## src/verilog/vm_regs_pkg.sv

```systemverilog
`default_nettype none
package vm_regs_pkg;
    // ****************************************
    // Register map
    // ****************************************
    localparam logic [7:0] OFS_DEBOUNCE_COUNT = 8'h62;
    localparam logic [7:0] OFS_REF_X_HIGH     = 8'h63;
    localparam logic [7:0] OFS_REF_X_LOW      = 8'h64;
    localparam logic [7:0] OFS_REF_Y_HIGH     = 8'h65;
    localparam logic [7:0] OFS_REF_Y_LOW      = 8'h66;
    localparam logic [7:0] OFS_REF_Z_HIGH     = 8'h67;
    localparam logic [7:0] OFS_REF_Z_LOW      = 8'h68;
    localparam logic [7:0] RESET_VALUE        = 8'h00;
    localparam int         REF_WIDTH          = 14;
    localparam int         HIGH_FIELD_MSB     = 5;
    localparam int         SAMPLE_WIDTH       = 16;
    localparam int         AXES               = 3;
    // Per-axis index: 0 x, 1 y, 2 z
    typedef logic signed [REF_WIDTH-1:0]    ref_t;
    typedef logic signed [SAMPLE_WIDTH-1:0] sample_t;
    typedef enum logic [1:0] {ST_IDLE, ST_ARMED} vm_state_t;
endpackage
`default_nettype wire
```

## src/verilog/vm_ref_if.sv

```systemverilog
`timescale 1ns/100ps
`default_nettype none
// ****************************************
// Axis register link between bank and slices
// ****************************************
interface vm_ref_if;
    logic       wr_high;   // High byte written
    logic       wr_low;    // Low byte written
    logic [7:0] wdata;     // Write data
    logic [7:0] high_byte; // Stored high byte
    logic [7:0] low_byte;  // Stored low byte
    modport bank  (output wr_high, output wr_low, output wdata, input high_byte, input low_byte);
    modport slice (input wr_high, input wr_low, input wdata, output high_byte, output low_byte);
endinterface
`default_nettype wire

```

## src/verilog/vm_debounce_regs.sv

```systemverilog
`timescale 1ns/100ps
`default_nettype none
// Contract
// 8-bit debounce count register at 0x62
// Debounce steps once per output sample
// Temperature enable halves effective sample rate
// X reference: high 0x63[5:0], low 0x64
// Y reference: high 0x65[5:0], low 0x66
// Z reference: high 0x67[5:0], low 0x68
// Stored values used only when init mode
// Reference scale equals output sample scale
// Low byte holds reference bits 7:0
// Below threshold: decrement or clear counter
// Enable loads reference from samples or registers
// Init plus update mode: writes retarget live
// Sign bit 13, extend, ignore bits 7:6
module vm_debounce_regs (
    input  wire logic                  clk_sys,     // System clock 10 MHz
    input  wire logic                  rst,         // Sync reset, high
    input  wire logic                  reg_wr,      // Register write strobe
    input  wire logic                  reg_rd,      // Register read strobe
    input  wire logic [7:0]            reg_addr,    // Register address
    input  wire logic [7:0]            reg_wdata,   // Write data
    output logic      [7:0]            reg_rdata,   // Read data, registered
    output logic                       reg_hit,     // Address in this bank
    input  wire logic                  sample_tick, // One pulse per output sample
    input  wire logic                  temp_enable, // Temperature output enabled
    input  wire logic                  func_enable, // Vector-magnitude enable
    input  wire logic                  init_mode,   // Reference from stored registers
    input  wire logic                  update_mode, // Keep reference after trigger
    input  wire logic                  debounce_mode, // 1 clear, 0 decrement
    input  wire logic                  above_thresh,  // Magnitude above threshold
    input  wire logic [1:0]            full_scale_range, // Output scale setting
    input  wire vm_regs_pkg::sample_t  sample_x,    // Current X output
    input  wire vm_regs_pkg::sample_t  sample_y,    // Current Y output
    input  wire vm_regs_pkg::sample_t  sample_z,    // Current Z output
    output vm_regs_pkg::sample_t       ref_x,       // Active X reference
    output vm_regs_pkg::sample_t       ref_y,       // Active Y reference
    output vm_regs_pkg::sample_t       ref_z,       // Active Z reference
    output logic [1:0]                 ref_scale,   // Scale of reference LSB
    output logic                       debounce_step, // Debounce advance pulse
    output logic [7:0]                 debounce_timer, // Debounce counter
    output logic                       event_active // Count reached
);
    import vm_regs_pkg::*;

    // ****************************************
    // Register bank
    // ****************************************
    vm_ref_if      link [AXES] ();
    sample_t       stored [AXES];
    logic [7:0]    count_q;
    logic [7:0]    next_count;
    logic [7:0]    next_rdata;
    logic [7:0]    rdata_q;

    // Write strobes per axis
    assign link[0].wr_high = reg_wr && reg_addr == OFS_REF_X_HIGH;
    assign link[0].wr_low  = reg_wr && reg_addr == OFS_REF_X_LOW;
    assign link[1].wr_high = reg_wr && reg_addr == OFS_REF_Y_HIGH;
    assign link[1].wr_low  = reg_wr && reg_addr == OFS_REF_Y_LOW;
    assign link[2].wr_high = reg_wr && reg_addr == OFS_REF_Z_HIGH;
    assign link[2].wr_low  = reg_wr && reg_addr == OFS_REF_Z_LOW;

    // Axis slices
    for (genvar i = 0; i < AXES; i++) begin : g_axis
        assign link[i].wdata = reg_wdata;
        vm_ref_axis u_axis (
            .clk_sys (clk_sys),
            .rst     (rst),
            .port    (link[i]),
            .ref_ext (stored[i])
        );
    end

    // Address decode
    assign reg_hit = reg_addr >= OFS_DEBOUNCE_COUNT && reg_addr <= OFS_REF_Z_LOW;

    // Count write and read mux
    always_comb begin
        next_count = count_q;
        if (reg_wr && reg_addr == OFS_DEBOUNCE_COUNT) begin
            next_count = reg_wdata;
        end
        next_rdata = rdata_q;
        if (reg_rd) begin
            unique case (reg_addr)
                OFS_DEBOUNCE_COUNT: next_rdata = count_q;
                OFS_REF_X_HIGH:     next_rdata = link[0].high_byte;
                OFS_REF_X_LOW:      next_rdata = link[0].low_byte;
                OFS_REF_Y_HIGH:     next_rdata = link[1].high_byte;
                OFS_REF_Y_LOW:      next_rdata = link[1].low_byte;
                OFS_REF_Z_HIGH:     next_rdata = link[2].high_byte;
                OFS_REF_Z_LOW:      next_rdata = link[2].low_byte;
                default:            next_rdata = 8'h00;
            endcase
        end
    end

    // Bank registers
    always_ff @(posedge clk_sys) begin
        if (rst) begin
            count_q <= RESET_VALUE;
            rdata_q <= RESET_VALUE;
        end else begin
            count_q <= next_count;
            rdata_q <= next_rdata;
        end
    end
    assign reg_rdata = rdata_q;

    // ****************************************
    // Effective sample rate
    // ****************************************
    logic half_q;
    logic next_half;

    // Skip every other sample when temperature output is on
    always_comb begin
        next_half = half_q;
        if (!temp_enable) begin
            next_half = 1'b0;
        end else if (sample_tick) begin
            next_half = ~half_q;
        end
    end
    always_ff @(posedge clk_sys) begin
        if (rst) begin
            half_q <= 1'b0;
        end else begin
            half_q <= next_half;
        end
    end
    assign debounce_step = sample_tick && (!temp_enable || half_q);

    // ****************************************
    // Debounce timer
    // ****************************************
    logic [7:0] timer_q;
    logic [7:0] next_timer;

    // Count up while above, decrement or clear while below
    always_comb begin
        next_timer = timer_q;
        if (!func_enable) begin
            next_timer = 8'h00;
        end else if (debounce_step) begin
            if (above_thresh) begin
                if (timer_q < count_q) begin
                    next_timer = timer_q + 8'h01;
                end
            end else if (debounce_mode) begin
                next_timer = 8'h00;
            end else if (timer_q != 8'h00) begin
                next_timer = timer_q - 8'h01;
            end
        end
    end
    always_ff @(posedge clk_sys) begin
        if (rst) begin
            timer_q <= 8'h00;
        end else begin
            timer_q <= next_timer;
        end
    end
    assign debounce_timer = timer_q;
    assign event_active   = func_enable && above_thresh && timer_q >= count_q;

    // ****************************************
    // Reference vector
    // ****************************************
    vm_state_t state;
    vm_state_t next_state;
    sample_t   rx_q;
    sample_t   ry_q;
    sample_t   rz_q;
    sample_t   next_rx;
    sample_t   next_ry;
    sample_t   next_rz;
    logic      trig_q;
    logic      next_trig;
    logic      any_ref_wr;

    assign any_ref_wr = reg_wr && reg_addr >= OFS_REF_X_HIGH && reg_addr <= OFS_REF_Z_LOW;

    // Load, update and live retarget
    always_comb begin
        next_state = state;
        next_rx    = rx_q;
        next_ry    = ry_q;
        next_rz    = rz_q;
        next_trig  = event_active;
        unique case (state)
            ST_IDLE: begin
                if (func_enable) begin
                    next_state = ST_ARMED;
                    if (init_mode) begin
                        next_rx = stored[0];
                        next_ry = stored[1];
                        next_rz = stored[2];
                    end else begin
                        next_rx = sample_x;
                        next_ry = sample_y;
                        next_rz = sample_z;
                    end
                end
            end
            ST_ARMED: begin
                if (!func_enable) begin
                    next_state = ST_IDLE;
                end else if (init_mode && update_mode) begin
                    next_rx = stored[0];
                    next_ry = stored[1];
                    next_rz = stored[2];
                end else if (!update_mode && event_active && !trig_q) begin
                    next_rx = sample_x;
                    next_ry = sample_y;
                    next_rz = sample_z;
                end
            end
            default: next_state = ST_IDLE;
        endcase
    end
    always_ff @(posedge clk_sys) begin
        if (rst) begin
            state  <= ST_IDLE;
            rx_q   <= '0;
            ry_q   <= '0;
            rz_q   <= '0;
            trig_q <= 1'b0;
        end else begin
            state  <= next_state;
            rx_q   <= next_rx;
            ry_q   <= next_ry;
            rz_q   <= next_rz;
            trig_q <= next_trig;
        end
    end
    assign ref_x     = rx_q;
    assign ref_y     = ry_q;
    assign ref_z     = rz_q;
    assign ref_scale = full_scale_range;

    // ****************************************
    // Checks
    // ****************************************
    property p_count_write;
        @(posedge clk_sys) disable iff (rst)
        reg_wr && reg_addr == OFS_DEBOUNCE_COUNT |=> count_q == $past(reg_wdata);
    endproperty
    a_count_write: assert property (p_count_write) else $error("count write lost");

    property p_count_read;
        @(posedge clk_sys) disable iff (rst)
        reg_rd && reg_addr == OFS_DEBOUNCE_COUNT |=> reg_rdata == $past(count_q);
    endproperty
    a_count_read: assert property (p_count_read) else $error("count read wrong");

    property p_step_normal;
        @(posedge clk_sys) disable iff (rst)
        !temp_enable |-> debounce_step == sample_tick;
    endproperty
    a_step_normal: assert property (p_step_normal) else $error("step not per sample");

    property p_step_half;
        @(posedge clk_sys) disable iff (rst)
        temp_enable && debounce_step ##1 temp_enable[*1] |-> !debounce_step;
    endproperty
    a_step_half: assert property (p_step_half) else $error("step back to back");

    property p_clear_mode;
        @(posedge clk_sys) disable iff (rst)
        func_enable && debounce_step && !above_thresh && debounce_mode |=> timer_q == 8'h00;
    endproperty
    a_clear_mode: assert property (p_clear_mode) else $error("timer not cleared");

    property p_dec_mode;
        @(posedge clk_sys) disable iff (rst)
        func_enable && debounce_step && !above_thresh && !debounce_mode && timer_q != 8'h00
        |=> timer_q == $past(timer_q) - 8'h01;
    endproperty
    a_dec_mode: assert property (p_dec_mode) else $error("timer not decremented");

    property p_init_load;
        @(posedge clk_sys) disable iff (rst)
        state == ST_IDLE && func_enable && init_mode |=> rx_q == $past(stored[0]);
    endproperty
    a_init_load: assert property (p_init_load) else $error("stored ref not loaded");

    property p_sample_load;
        @(posedge clk_sys) disable iff (rst)
        state == ST_IDLE && func_enable && !init_mode |=> ry_q == $past(sample_y);
    endproperty
    a_sample_load: assert property (p_sample_load) else $error("sample ref not loaded");

    property p_live_update;
        @(posedge clk_sys) disable iff (rst)
        state == ST_ARMED && func_enable && init_mode && update_mode && any_ref_wr
        ##1 func_enable |=> rz_q == $past(stored[2]);
    endproperty
    a_live_update: assert property (p_live_update) else $error("live update missed");

    property p_sign_ext;
        @(posedge clk_sys) disable iff (rst)
        link[0].wr_high ##1 1'b1 |-> stored[0][15] == link[0].high_byte[5];
    endproperty
    a_sign_ext: assert property (p_sign_ext) else $error("sign not extended");

    c_enable_init: cover property (@(posedge clk_sys) state == ST_IDLE && func_enable && init_mode);
    c_event:       cover property (@(posedge clk_sys) event_active && count_q != 8'h00);
    c_half_rate:   cover property (@(posedge clk_sys) temp_enable && debounce_step);
    c_live:        cover property (@(posedge clk_sys) state == ST_ARMED && update_mode && any_ref_wr);
    c_retrigger:   cover property (@(posedge clk_sys) state == ST_ARMED && !update_mode && event_active && !trig_q);
endmodule
`default_nettype wire

```

## src/verilog/vm_ref_axis.sv

```systemverilog
`timescale 1ns/100ps
`default_nettype none
// ****************************************
// One axis initial reference register pair
// ****************************************
module vm_ref_axis (
    input  wire logic         clk_sys, // System clock
    input  wire logic         rst,     // Sync reset
    vm_ref_if.slice           port,    // Register link
    output logic signed [15:0] ref_ext  // Sign-extended reference
);
    import vm_regs_pkg::*;
    logic [7:0] high_q;
    logic [7:0] low_q;
    logic [7:0] next_high;
    logic [7:0] next_low;

    // Next values of the byte pair
    always_comb begin
        next_high = high_q;
        next_low  = low_q;
        if (port.wr_high) begin
            next_high = port.wdata;
        end
        if (port.wr_low) begin
            next_low = port.wdata;
        end
    end

    // Byte storage
    always_ff @(posedge clk_sys) begin
        if (rst) begin
            high_q <= RESET_VALUE;
            low_q  <= RESET_VALUE;
        end else begin
            high_q <= next_high;
            low_q  <= next_low;
        end
    end

    assign port.high_byte = high_q;
    assign port.low_byte  = low_q;
    // Bit 13 is sign, bits 7:6 of high byte ignored
    assign ref_ext = {{2{high_q[HIGH_FIELD_MSB]}}, high_q[HIGH_FIELD_MSB:0], low_q};
endmodule
`default_nettype wire

```

## config.mk

```make
export PLATFORM = sky130hd
export DESIGN_NAME = vm_debounce_regs
export DESIGN_NICKNAME = d
export VERILOG_FILES = /design/src/verilog/vm_regs_pkg.sv /design/src/verilog/vm_ref_if.sv /design/src/verilog/vm_debounce_regs.sv /design/src/verilog/vm_ref_axis.sv
export SDC_FILE = /design/constraint.sdc
export NUM_CORES = 1
export LEC_CHECK = 0
export BUFFER_PORTS_ARGS = -buffer_cell sky130_fd_sc_hd__buf_2
export CORE_MARGIN = 4
export CORE_UTILIZATION = 55
export CTS_BUF_LIST = sky130_fd_sc_hd__clkbuf_16
export CTS_CLUSTER_DIAMETER = 60
export DETAILED_ROUTE_END_ITERATION = 6
export PLACE_DENSITY = 0.77
export SYNTH_ARGS = -nofsm -noshare
export SYNTH_HDL_FRONTEND = slang
export SYNTH_HIERARCHICAL = 1
export SYNTH_SLANG_ARGS = --single-unit
```

## constraint.sdc

```tcl
create_clock -name clk_sys -period 5.95 [get_ports clk_sys]
set_input_delay 0.2975 -clock clk_sys [delete_from_list [all_inputs] [get_ports clk_sys]]
set_output_delay 0.2975 -clock clk_sys [all_outputs]
set_load 0.01 [all_outputs]
```

# Word level (Yosys, flattened, before mapping)
# Cells that the tools add are included.
totals:
  reg_bits: 124
  input_bits: 77
  out_inout_bits: 69
  word_cells: 90
op_classes:
  n_addsub: 2
  order_cmp: 4
  eq_ne: 13
  n_mux: 26
  n_bitwise: 3
  n_reduce_logical: 27
ops:
  columns: ["operator", "n"]
  rows:
  - ["16-bit 2-to-1 mux", 15]
  - ["16-bit case mux with 2 select lines", 3]
  - ["8-bit by 7-bit equality test with 1-bit output, second input constant", 7]
  - ["8-bit case mux with 7 select lines", 1]
  - ["8-bit 2-to-1 mux", 4]
  - ["1-bit logical AND", 14]
  - ["8-bit by 1-bit adder with 8-bit output, second input constant", 1]
  - ["8-bit by 7-bit greater-or-equal comparator with 1-bit output, second input constant", 1]
  - ["8-bit greater-or-equal comparator", 1]
  - ["8-bit by 7-bit less-or-equal comparator with 1-bit output, second input constant", 1]
  - ["8-bit < comparator", 1]
  - ["8-bit nonzero test", 1]
  - ["8-bit by 1-bit subtractor with 8-bit output, second input constant", 1]
  - ["2-bit != test, second input constant", 3]
  - ["2-bit 2-to-1 mux", 2]
  - ["2-bit case mux with 2 select lines", 1]
  - ["4-bit AND reduction", 1]
  - ["2-bit OR reduction", 2]
  - ["1-bit logical NOT", 3]
  - ["3-bit != test, second input constant", 1]
  - ["1-bit inverter", 3]
  - ["3-bit AND reduction", 1]
  - ["3-bit nonzero test", 1]
  - ["2-bit by 1-bit equality test with 1-bit output, second input constant", 1]
  - ["other kinds (5)", 5]

# Longest topological paths before layout
# Gate-level depths: netlist (run 1).
depth:
  depth_word: 8
  depth_mapped: 9
  mapped_depth_nobuf: 7

# Hierarchy
# Netlist (run 1), hierarchy kept.
by_module_without_submodules:
  columns: ["module", "n_inst", "cells_per_inst", "area_each_um2"]
  rows:
  - ["vm_debounce_regs", 1, 660, 5475.3]
  - ["vm_ref_axis", 3, 68, 699.4]

# Worst setup path before layout (run 1)
# Ideal clock, no wire load.
synth_path:
  path_kind: "register to register"
  start: "reg timer_q[1], in the netlist debounce_timer[1]"
  end: "reg rx_q[10], in the netlist ref_x[10]"
  arrival_time_ns: 2.136
  setup_slack_ns: 3.692
  stages_incl_launch_ff: 9
  n_path_buf: 2
  period_less_slack_ns: 2.258
  path_cell_list: "dfxtp_1 > ha_1 > nor2b_1 > o211ai_1 > a311o_1 > buf_2 > buf_2 > a211oi_1 > a311o_1"
synth_between:
  elab_chain_len: 6
synth_lines:
  columns: ["element", "line_no", "text"]
  rows:
  - ["start: declaration", "vm_debounce_regs.sv:139", "logic [7:0] timer_q;"]
  - ["start signal: assignment", "vm_debounce_regs.sv:163", "timer_q <= next_timer;"]
  - ["8-bit greater-or-equal comparator", "vm_debounce_regs.sv:167", "assign event_active = func_enable && above_thresh && timer_q >= count_q;"]
  - ["1-bit logical AND", "vm_debounce_regs.sv:167", null]
  - ["1-bit logical AND (2 in series)", "vm_debounce_regs.sv:215", "end else if (!update_mode && event_active && !trig_q) begin"]
  - ["3-bit != test (no line)", null, null]
  - ["4-bit AND reduction (no line)", null, null]
  - ["end signal: assignment", "vm_debounce_regs.sv:233", "rx_q <= next_rx;"]
  - ["end: declaration", "vm_debounce_regs.sv:174", "sample_t rx_q;"]
# Every way passes these cells.
# A chain may end at the register's enable or synchronous reset.

# Worst setup path after layout (run 1)
layout_path:
  start: "reg timer_q[1], in the netlist debounce_timer[1]"
  end: "reg rx_q[9], in the netlist ref_x[9]"
# The elaborated chain is that of the path after synthesis.

==> results.tsv, run 1 <==
metric	value	unit
status	finished clean	
worstSetupStartpoint	debounce_timer[1]	
dp.final_hpwl	13800	um
total_power	2660	uW
grt_setup_unrepaired	no	
postSynthCellCount	864	
clock_latency	0.42	ns
r2r-end	ref_x[9]	
synth-simple-area-share	12.2	%
synth_compound_area_share	22.8	%
post-route-min-period	3.39	ns
drc	0	
relSlewSlack	18.6	%
cts_buffers	17	
fin_setup_tns	0	ns
fp.dieH	125	um
fin_crit_sh	56.9	%
antenna_found_initial	0	
fp-row-count	42	
grt_usage	26.0	%
p_leak	0.00331	uW
power.density	314	nW/um^2
synth_area_leader_cell	dfxtp_1	
fp.dieW	125	um
yosysWarnings	6	
via_per_inst	6.33	
hold_viol_final	0	
synth_top_area_share	32.5	%
crit_type	reg2reg	
gp_congestion	0.903	
ys_seq_elements	123	
place_ws	2.64	ns
antenna_cells	0	
fin_area	8460	sq um
cts_setup_buffers	0	
synth.area.top_cells	dfxtp_1 33%, mux2i_1 13%, a311o_1 6.5%	
post_drt_wl_per_cell	19.1	um
netlist_area	7570	sq um
die-area	15700	sq um
htreeDepth	4	
synth_top_family_by_area	compound AO/OA/AOI/OAI gates	
final.setup.worst_slack	2.56	ns
drv_cap	0	
fmax	295	MHz
io_pins	146	
grt_overflow	0	
cp-end-kind	register	
worst_slew_pin_slew	1.22	ns
fin_skew	0.00694	ns
setup_viol	0	
ir_worst_vdd	0.219	mV
r2r_setup_slack	2.56	ns
postCtsHoldBufs	0	
grt_pass1_vias	6440	
grt_pass1_wl	33800	um
area_growth	11.7	%
critPathMaxFanout	49	
avgSynthCellArea	8.77	sq um
synth.yosys.seq_area_share	32.5	%
nets	995	
critPathRequiredTime	6.30	ns
grt_max_degree	59	
cts_root_buf	clkbuf_16	
synth_fp_nets	954	
r2r-start	debounce_timer[1]	
start_util	56.7	%
drv_slew	0	
cp-start-kind	register	
drt-total-wl	20800	um
critPathArrivalTime	3.74	ns
clk_pin_slew	0.06	ns
min_to	half_q	
synth-edff-count	0	
placed_cell_area	7830	sq um
tritoncts	yes	
synth-xor-area-share	0.578	%
min_from	temp_enable	
hp-class	in2reg	
drtPass1Iterations	5	
ys.flop_type	dfxtp_1	
postRouteAntennaNets	0	
async_flop_share	0	%
via_count	6922	
drive_above_1_share	22.4	%
cts_sinks	123	
clock_path_buffers	2	
yosysUniqueCellTypes	54	
synthAdderAreaFrac	2.15	%
synth.area.mux_share	16.4	%
min_path_cells	2	
drtIter0Drc	853	
io_buffers	141	
worst_r2r_path_depth	7	
cts_resized	0	
coreArea	13300	sq um
[sequential cells by signal, summed over array words and instances, names as in the netlist]
register,cells
ref_x,16
ref_y,16
g_axis.u_axis/port.high_byte,24
reg_rdata,8
state,1
g_axis.u_axis/port.low_byte,24
ref_z,16
debounce_timer,8
trig_q,1
count_q,8
half_q,1
[layout by cell type (no fill, tap or decap), types with 11 or more instances in the layout]
cell,count
a311o_1,48
clkbuf_16,17
o32ai_1,48
buf_4,11
nor2_1,115
buf_2,140
ha_1,13
nand3_1,17
o21ai_0,12
inv_1,64
a21oi_1,18
mux2i_1,98
dfxtp_1,123
nand2_1,27
a211oi_1,51
[cell usage after synthesis (5+ instances only)]
cell	n
nor2_1	116
dfxtp_1	123
nand2_1	27
mux2_2	7
a211oi_1	51
nor3_1	7
nand3_1	17
a22oi_1	8
mux4_2	8
nand4_1	7
clkbuf_1	51
ha_1	13
mux2i_1	98
buf_2	7
buf_6	12
a22o_1	8
buf_4	52
inv_1	63
and3_1	5
o32ai_1	48
a311o_1	49
o21ai_0	12
a21oi_1	19
[critical path, cell delays in order, from the launching register on]
cell and delay (ns):
dfxtp_1 0.53, ha_1 0.31, nor2b_1 0.13, o211ai_1 0.24
a311o_2 0.88, and2_1 0.47, buf_4 0.46, a311o_1 0.24
[per-stage QoR]
stage          std cells  hold slack (ns)  util, %
3_3_place_gp        1062            0.454     58.7
3_5_place_dp        1062            0.462     58.7
2_1_floorplan        864            0.438        -
6_report            1094            0.169     63.4
4_1_cts             1094            0.163     63.4
5_1_grt             1094            0.170     63.4
[cell type report]
cell class / count / area (sq um)
clock buffers: 17 / 425
clock inverters: 15 / 205
fillers: 1134 / 4890
inverters: 63 / 236
multi-input cells: 549 / 4130
flip-flops and latches: 123 / 2460
well taps: 176 / 220
repair buffers: 151 / 783
[report_power, final]
part | internal (uW) | leakage [uW] | total [uW] | switching [uW]
Clock | 735 | 0.000319 | 1110 | 371
Sequential | 901 | 0.000997 | 944 | 43.9
Combinational | 227 | 0.00199 | 607 | 380
Total | 1860 | 0.00331 | 2660 | 794
[per-layer routing]
layer	routed length, um	track usage [%]	vias to the layer above
met2	9420	40.0	352
met1	9270	36.6	3278
met4	552	8.29	0
met3	1610	5.54	42
li1	-	-	3250
met5	0	0	-
[cells by family after synthesis]
logic type	after synthesis
compound gates	214
xor+xnor	5
fa+ha+maj	13
buf+inv	192
flops	123
mux	113
simple gates	204
[how the worst max path moves through the flow]
stage	to	slack [ns]	depth (start not counted)
floorplan	ref_x[10]	3.69	8
global placement	ref_x[6]	2.70	7
detailed placement	ref_x[9]	2.64	7
CTS	ref_x[9]	2.63	7
global route	ref_x[2]	2.48	7
finish	ref_x[9]	2.56	7
Note: power is estimated with default switching activity, not from simulation.
==> run 2: changes to the inputs <==
--- a/config.mk
+++ b/config.mk
@@ -5,13 +5,14 @@
 export SDC_FILE = /design/constraint.sdc
 export NUM_CORES = 1
 export LEC_CHECK = 0
+export ABC_AREA = 1
 export BUFFER_PORTS_ARGS = -buffer_cell sky130_fd_sc_hd__buf_2
 export CORE_MARGIN = 4
-export CORE_UTILIZATION = 55
+export CORE_UTILIZATION = 50
 export CTS_BUF_LIST = sky130_fd_sc_hd__clkbuf_16
 export CTS_CLUSTER_DIAMETER = 60
 export DETAILED_ROUTE_END_ITERATION = 6
-export PLACE_DENSITY = 0.77
+export PLACE_DENSITY = 0.75
 export SYNTH_ARGS = -nofsm -noshare
 export SYNTH_HDL_FRONTEND = slang
 export SYNTH_HIERARCHICAL = 1
==> constraint.sdc (replaced) <==
create_clock -name clk_sys -period 3.1 [get_ports clk_sys]
set_input_delay 0.155 -clock clk_sys [delete_from_list [all_inputs] [get_ports clk_sys]]
set_output_delay 0.155 -clock clk_sys [all_outputs]
set_load 0.01 [all_outputs]
==> run 2 against run 1 <==
  * Fmax up 43%
  * Area after synthesis down 7.3%
  * Cell count up 17%
  * Largest power group is now sequential cells
  * Die area up 1.8%
  * Critical path depth up 4
  * Hold slack worse by 0.15 ns
  * Design area down 7.1%
  * Sequential cell count unchanged
  * Clock skew down 0.0022 ns
  * First-iteration DRC count down 29%
  * Synthesized cell count up 17%
  * Highest routed layer unchanged
  * Core utilization down 6.5 points
==> results.tsv, run 2 <==
metric	value	unit	change
grt_overflow	0		unchanged
netlist_area	7020	sq um	-7.3%
post_drt_wl_per_cell	14.2	um	-25%
power_frac_comb	28.2	%	+5.4 points
grt_usage	22.3	%	-3.6 points
ys.flop_type	dfxtp_1		
grt_pass1_wl	28700	um	-15%
via_per_inst	5.01		-21%
die-area	16000	sq um	+1.8%
layout_commonest_cell	nand2_1		
avgSynthCellArea	6.93	sq um	-21%
layout_common_cells	228 x nand2_1, 187 x nor2_1, 141 x buf_2		
coreArea	13800	sq um	+3.6%
critPathRequiredTime	3.40	ns	-2.90 ns
internal-power	3360	uW	+80%
slowest_delay	0.47	ns	-0.41 ns
fp-row-count	43		+2.4%
synth_top_area_share	35.1	%	+2.6 points
async_flop_share	0	%	unchanged
tritoncts	yes		
drt-total-wl	18200	um	-13%
seqCellArea	2460	sq um	unchanged
critPathMaxFanout	61		+24%
r2r_setup_slack	0.74	ns	-1.82 ns
drive_above_1_share	19.2	%	-3.3 points
ir_worst_vdd	0.387	mV	+76%
clk_pin_slew	0.05	ns	about the same
fp.dieW	126	um	+0.90%
drtIter0Drc	604		-29%
drv_slew	0		unchanged
hp-class	in2reg		
cts_root_buf	clkbuf_16		
synth.area.top_cells	dfxtp_1 35%, nand2_1 12%, nor2_1 10%		
fmax	423	MHz	+43%
synth.yosys.seq_area_share	35.1	%	+2.6 points
htreeDepth	4		unchanged
grt_max_degree	62		+5.1%
synth.top_cells.by_count	228 x nand2_1, 188 x nor2_1, 123 x dfxtp_1, 81 x inv_1, 80 x nand3_1		
setup_viol	0		unchanged
crit_slowest_cell	nand2_4		
power_frac_clock	32.6	%	-9.0 points
cts_sinks	123		unchanged
ys_seq_elements	123		unchanged
hold_viol_final	0		unchanged
fin_setup_tns	0	ns	unchanged
total_power	4970	uW	+87%
io_buffers	141		unchanged
relSlewSlack	42.3	%	+24 points
critPathArrivalTime	2.67	ns	-1.07 ns
power.density	632	nW/um^2	+100%
drv_cap	0		unchanged
antenna_found_initial	1		+1
fp.dieH	126	um	+0.90%
status	finished clean		
synth-edff-count	0		unchanged
cp-end-kind	register		
p_leak	0.00390	uW	+18%
crit_type	reg2reg		
nFillCells	1336		+18%
postSynthCellCount	1012		+17%
fin_skew	0.00473	ns	-0.00221 ns
io_pins	146		unchanged
dp.final_hpwl	12900	um	-6.9%
yosysMostFrequentCell	nand2_1		
pwr-share-seq	39.1	%	+3.6 points
synth_area_leader_cell	dfxtp_1		
cp-start-kind	register		
switching_power	1610	uW	+100%
synth_fp_nets	1102		+16%
postRouteAntennaNets	0		unchanged
start_util	50.8	%	-6.0 points
grt_pass1_vias	5575		-13%
swShare	32.5	%	+2.6 points
cts_setup_buffers	0		unchanged
nets	1180		+19%
gp_congestion	0.872		-3.5%
via_count	6421		-7.2%
clock_path_buffers	2		unchanged
multi_input_area	3510	sq um	-15%
clock_latency	0.41	ns	about the same
drtPass1Iterations	5		unchanged
yosysUniqueCellTypes	37		-31%
area_growth	12.0	%	
grt_setup_unrepaired	no		
crit_chain	ha_1, nand2_1, nor2_1, nand4_1, nand3_1, nand3_2, nand2_4, buf_4, nand3_1, nand2_1, nor2_1		
worst_slew_pin_slew	0.863	ns	-0.353 ns
cts_buffers	17		unchanged
post-route-min-period	2.36	ns	-1.03 ns
fin_crit_sh	76.2	%	+19 points
drc	0		unchanged
yosysWarnings	6		unchanged
## run 2: changes by cell type in the layout (fill, tap and decap cells not counted), moves of 19 or more
| cell | previous run | this run |
|---|---|---|
| nand2_1 | 27 | 228 |
| nor2_1 | 115 | 187 |
| inv_1 | 64 | 86 |
| a311o_1 | 48 | 0 |
| nand3_1 | 17 | 80 |
| o21ai_0 | 12 | 31 |
| a21oi_1 | 18 | 69 |
| a211oi_1 | 51 | 0 |
| mux2i_1 | 98 | 40 |
| o32ai_1 | 48 | 0 |
## run 2: cell families after synthesis
family / share of synthesized area [%]
buf+inv: 15.3
fa+ha+maj: 2.32
flops: 35.1
simple gates: 30.5
mux: 6.99
compound gates: 9.04
xor+xnor: 0.749
## run 2: cell type report
type                       count  area share, %
timing repair buffer         161           11.1
multi-input combinational    702           44.6
clock inverter                12          0.605
clock buffer                  17           5.41
antenna                        1         0.0318
sequential                   123           31.3
inverter                      85           4.06
tap                          180           2.86
## run 2: path summary, 6_finish.rpt
path,cells past startpoint,to,from
worst max-delay path,11,ref_z[15],debounce_timer[7]
worst min-delay path,3,half_q,sample_tick
worst max register to register,11,ref_z[15],debounce_timer[7]
worst min register to register,2,g_axis[1].u_axis/port.high_byte[6],g_axis[1].u_axis/port.high_byte[6]
## run 2: power by group through the flow
| stage | registers [uW] | logic, uW | clock network, uW |
|---|---|---|---|
| 2_1_floorplan | 2070 | 861 | 0 |
| 3_3_place_gp | 1970 | 1380 | 0 |
| 3_5_place_dp | 1970 | 1400 | 0 |
| 4_1_cts | 1950 | 1410 | 1650 |
| 5_1_grt | 1970 | 1580 | 1720 |
| 6_report | 1940 | 1400 | 1620 |
## run 2: metrics by stage
step / setup slack (ns) / utilization, % / instance area, sq um / hold WS, ns / std cells
after detailed placement: 0.774 / 53.3 / 7380 / 0.310 / 1250
after floorplan: 1.36 / - / 7020 / 0.232 / 1012
final: 0.739 / 56.9 / 7860 / 0.0229 / 1281
after CTS: 0.753 / 56.8 / 7860 / 0.00905 / 1280
after global routing: 0.493 / 56.9 / 7860 / 0.0301 / 1281
after global placement: 0.844 / 53.3 / 7380 / 0.310 / 1250
## run 2: routing by layer
layer | wire [um] | up-vias | global-route usage [%]
li1 | - | 3328 | -
met1 | 8410 | 2844 | 32.1
met2 | 8080 | 225 | 33.3
met3 | 1390 | 24 | 4.67
met4 | 319 | 0 | 7.51
met5 | 0 | - | 0
## run 2: what timing repair did
action	CTS	global route
hold buffers	1	0
gates resized for setup	0	0
hold endpoints to repair	1	0
## run 2: critical path: cells and delay by family, from the launching register on
family,cells,cell delay (ns)
adder cells (fa/ha/maj),1,0.33
buffers and inverters,1,0.29
flip-flops,1,0.38
AND/OR/NAND/NOR,9,1.20
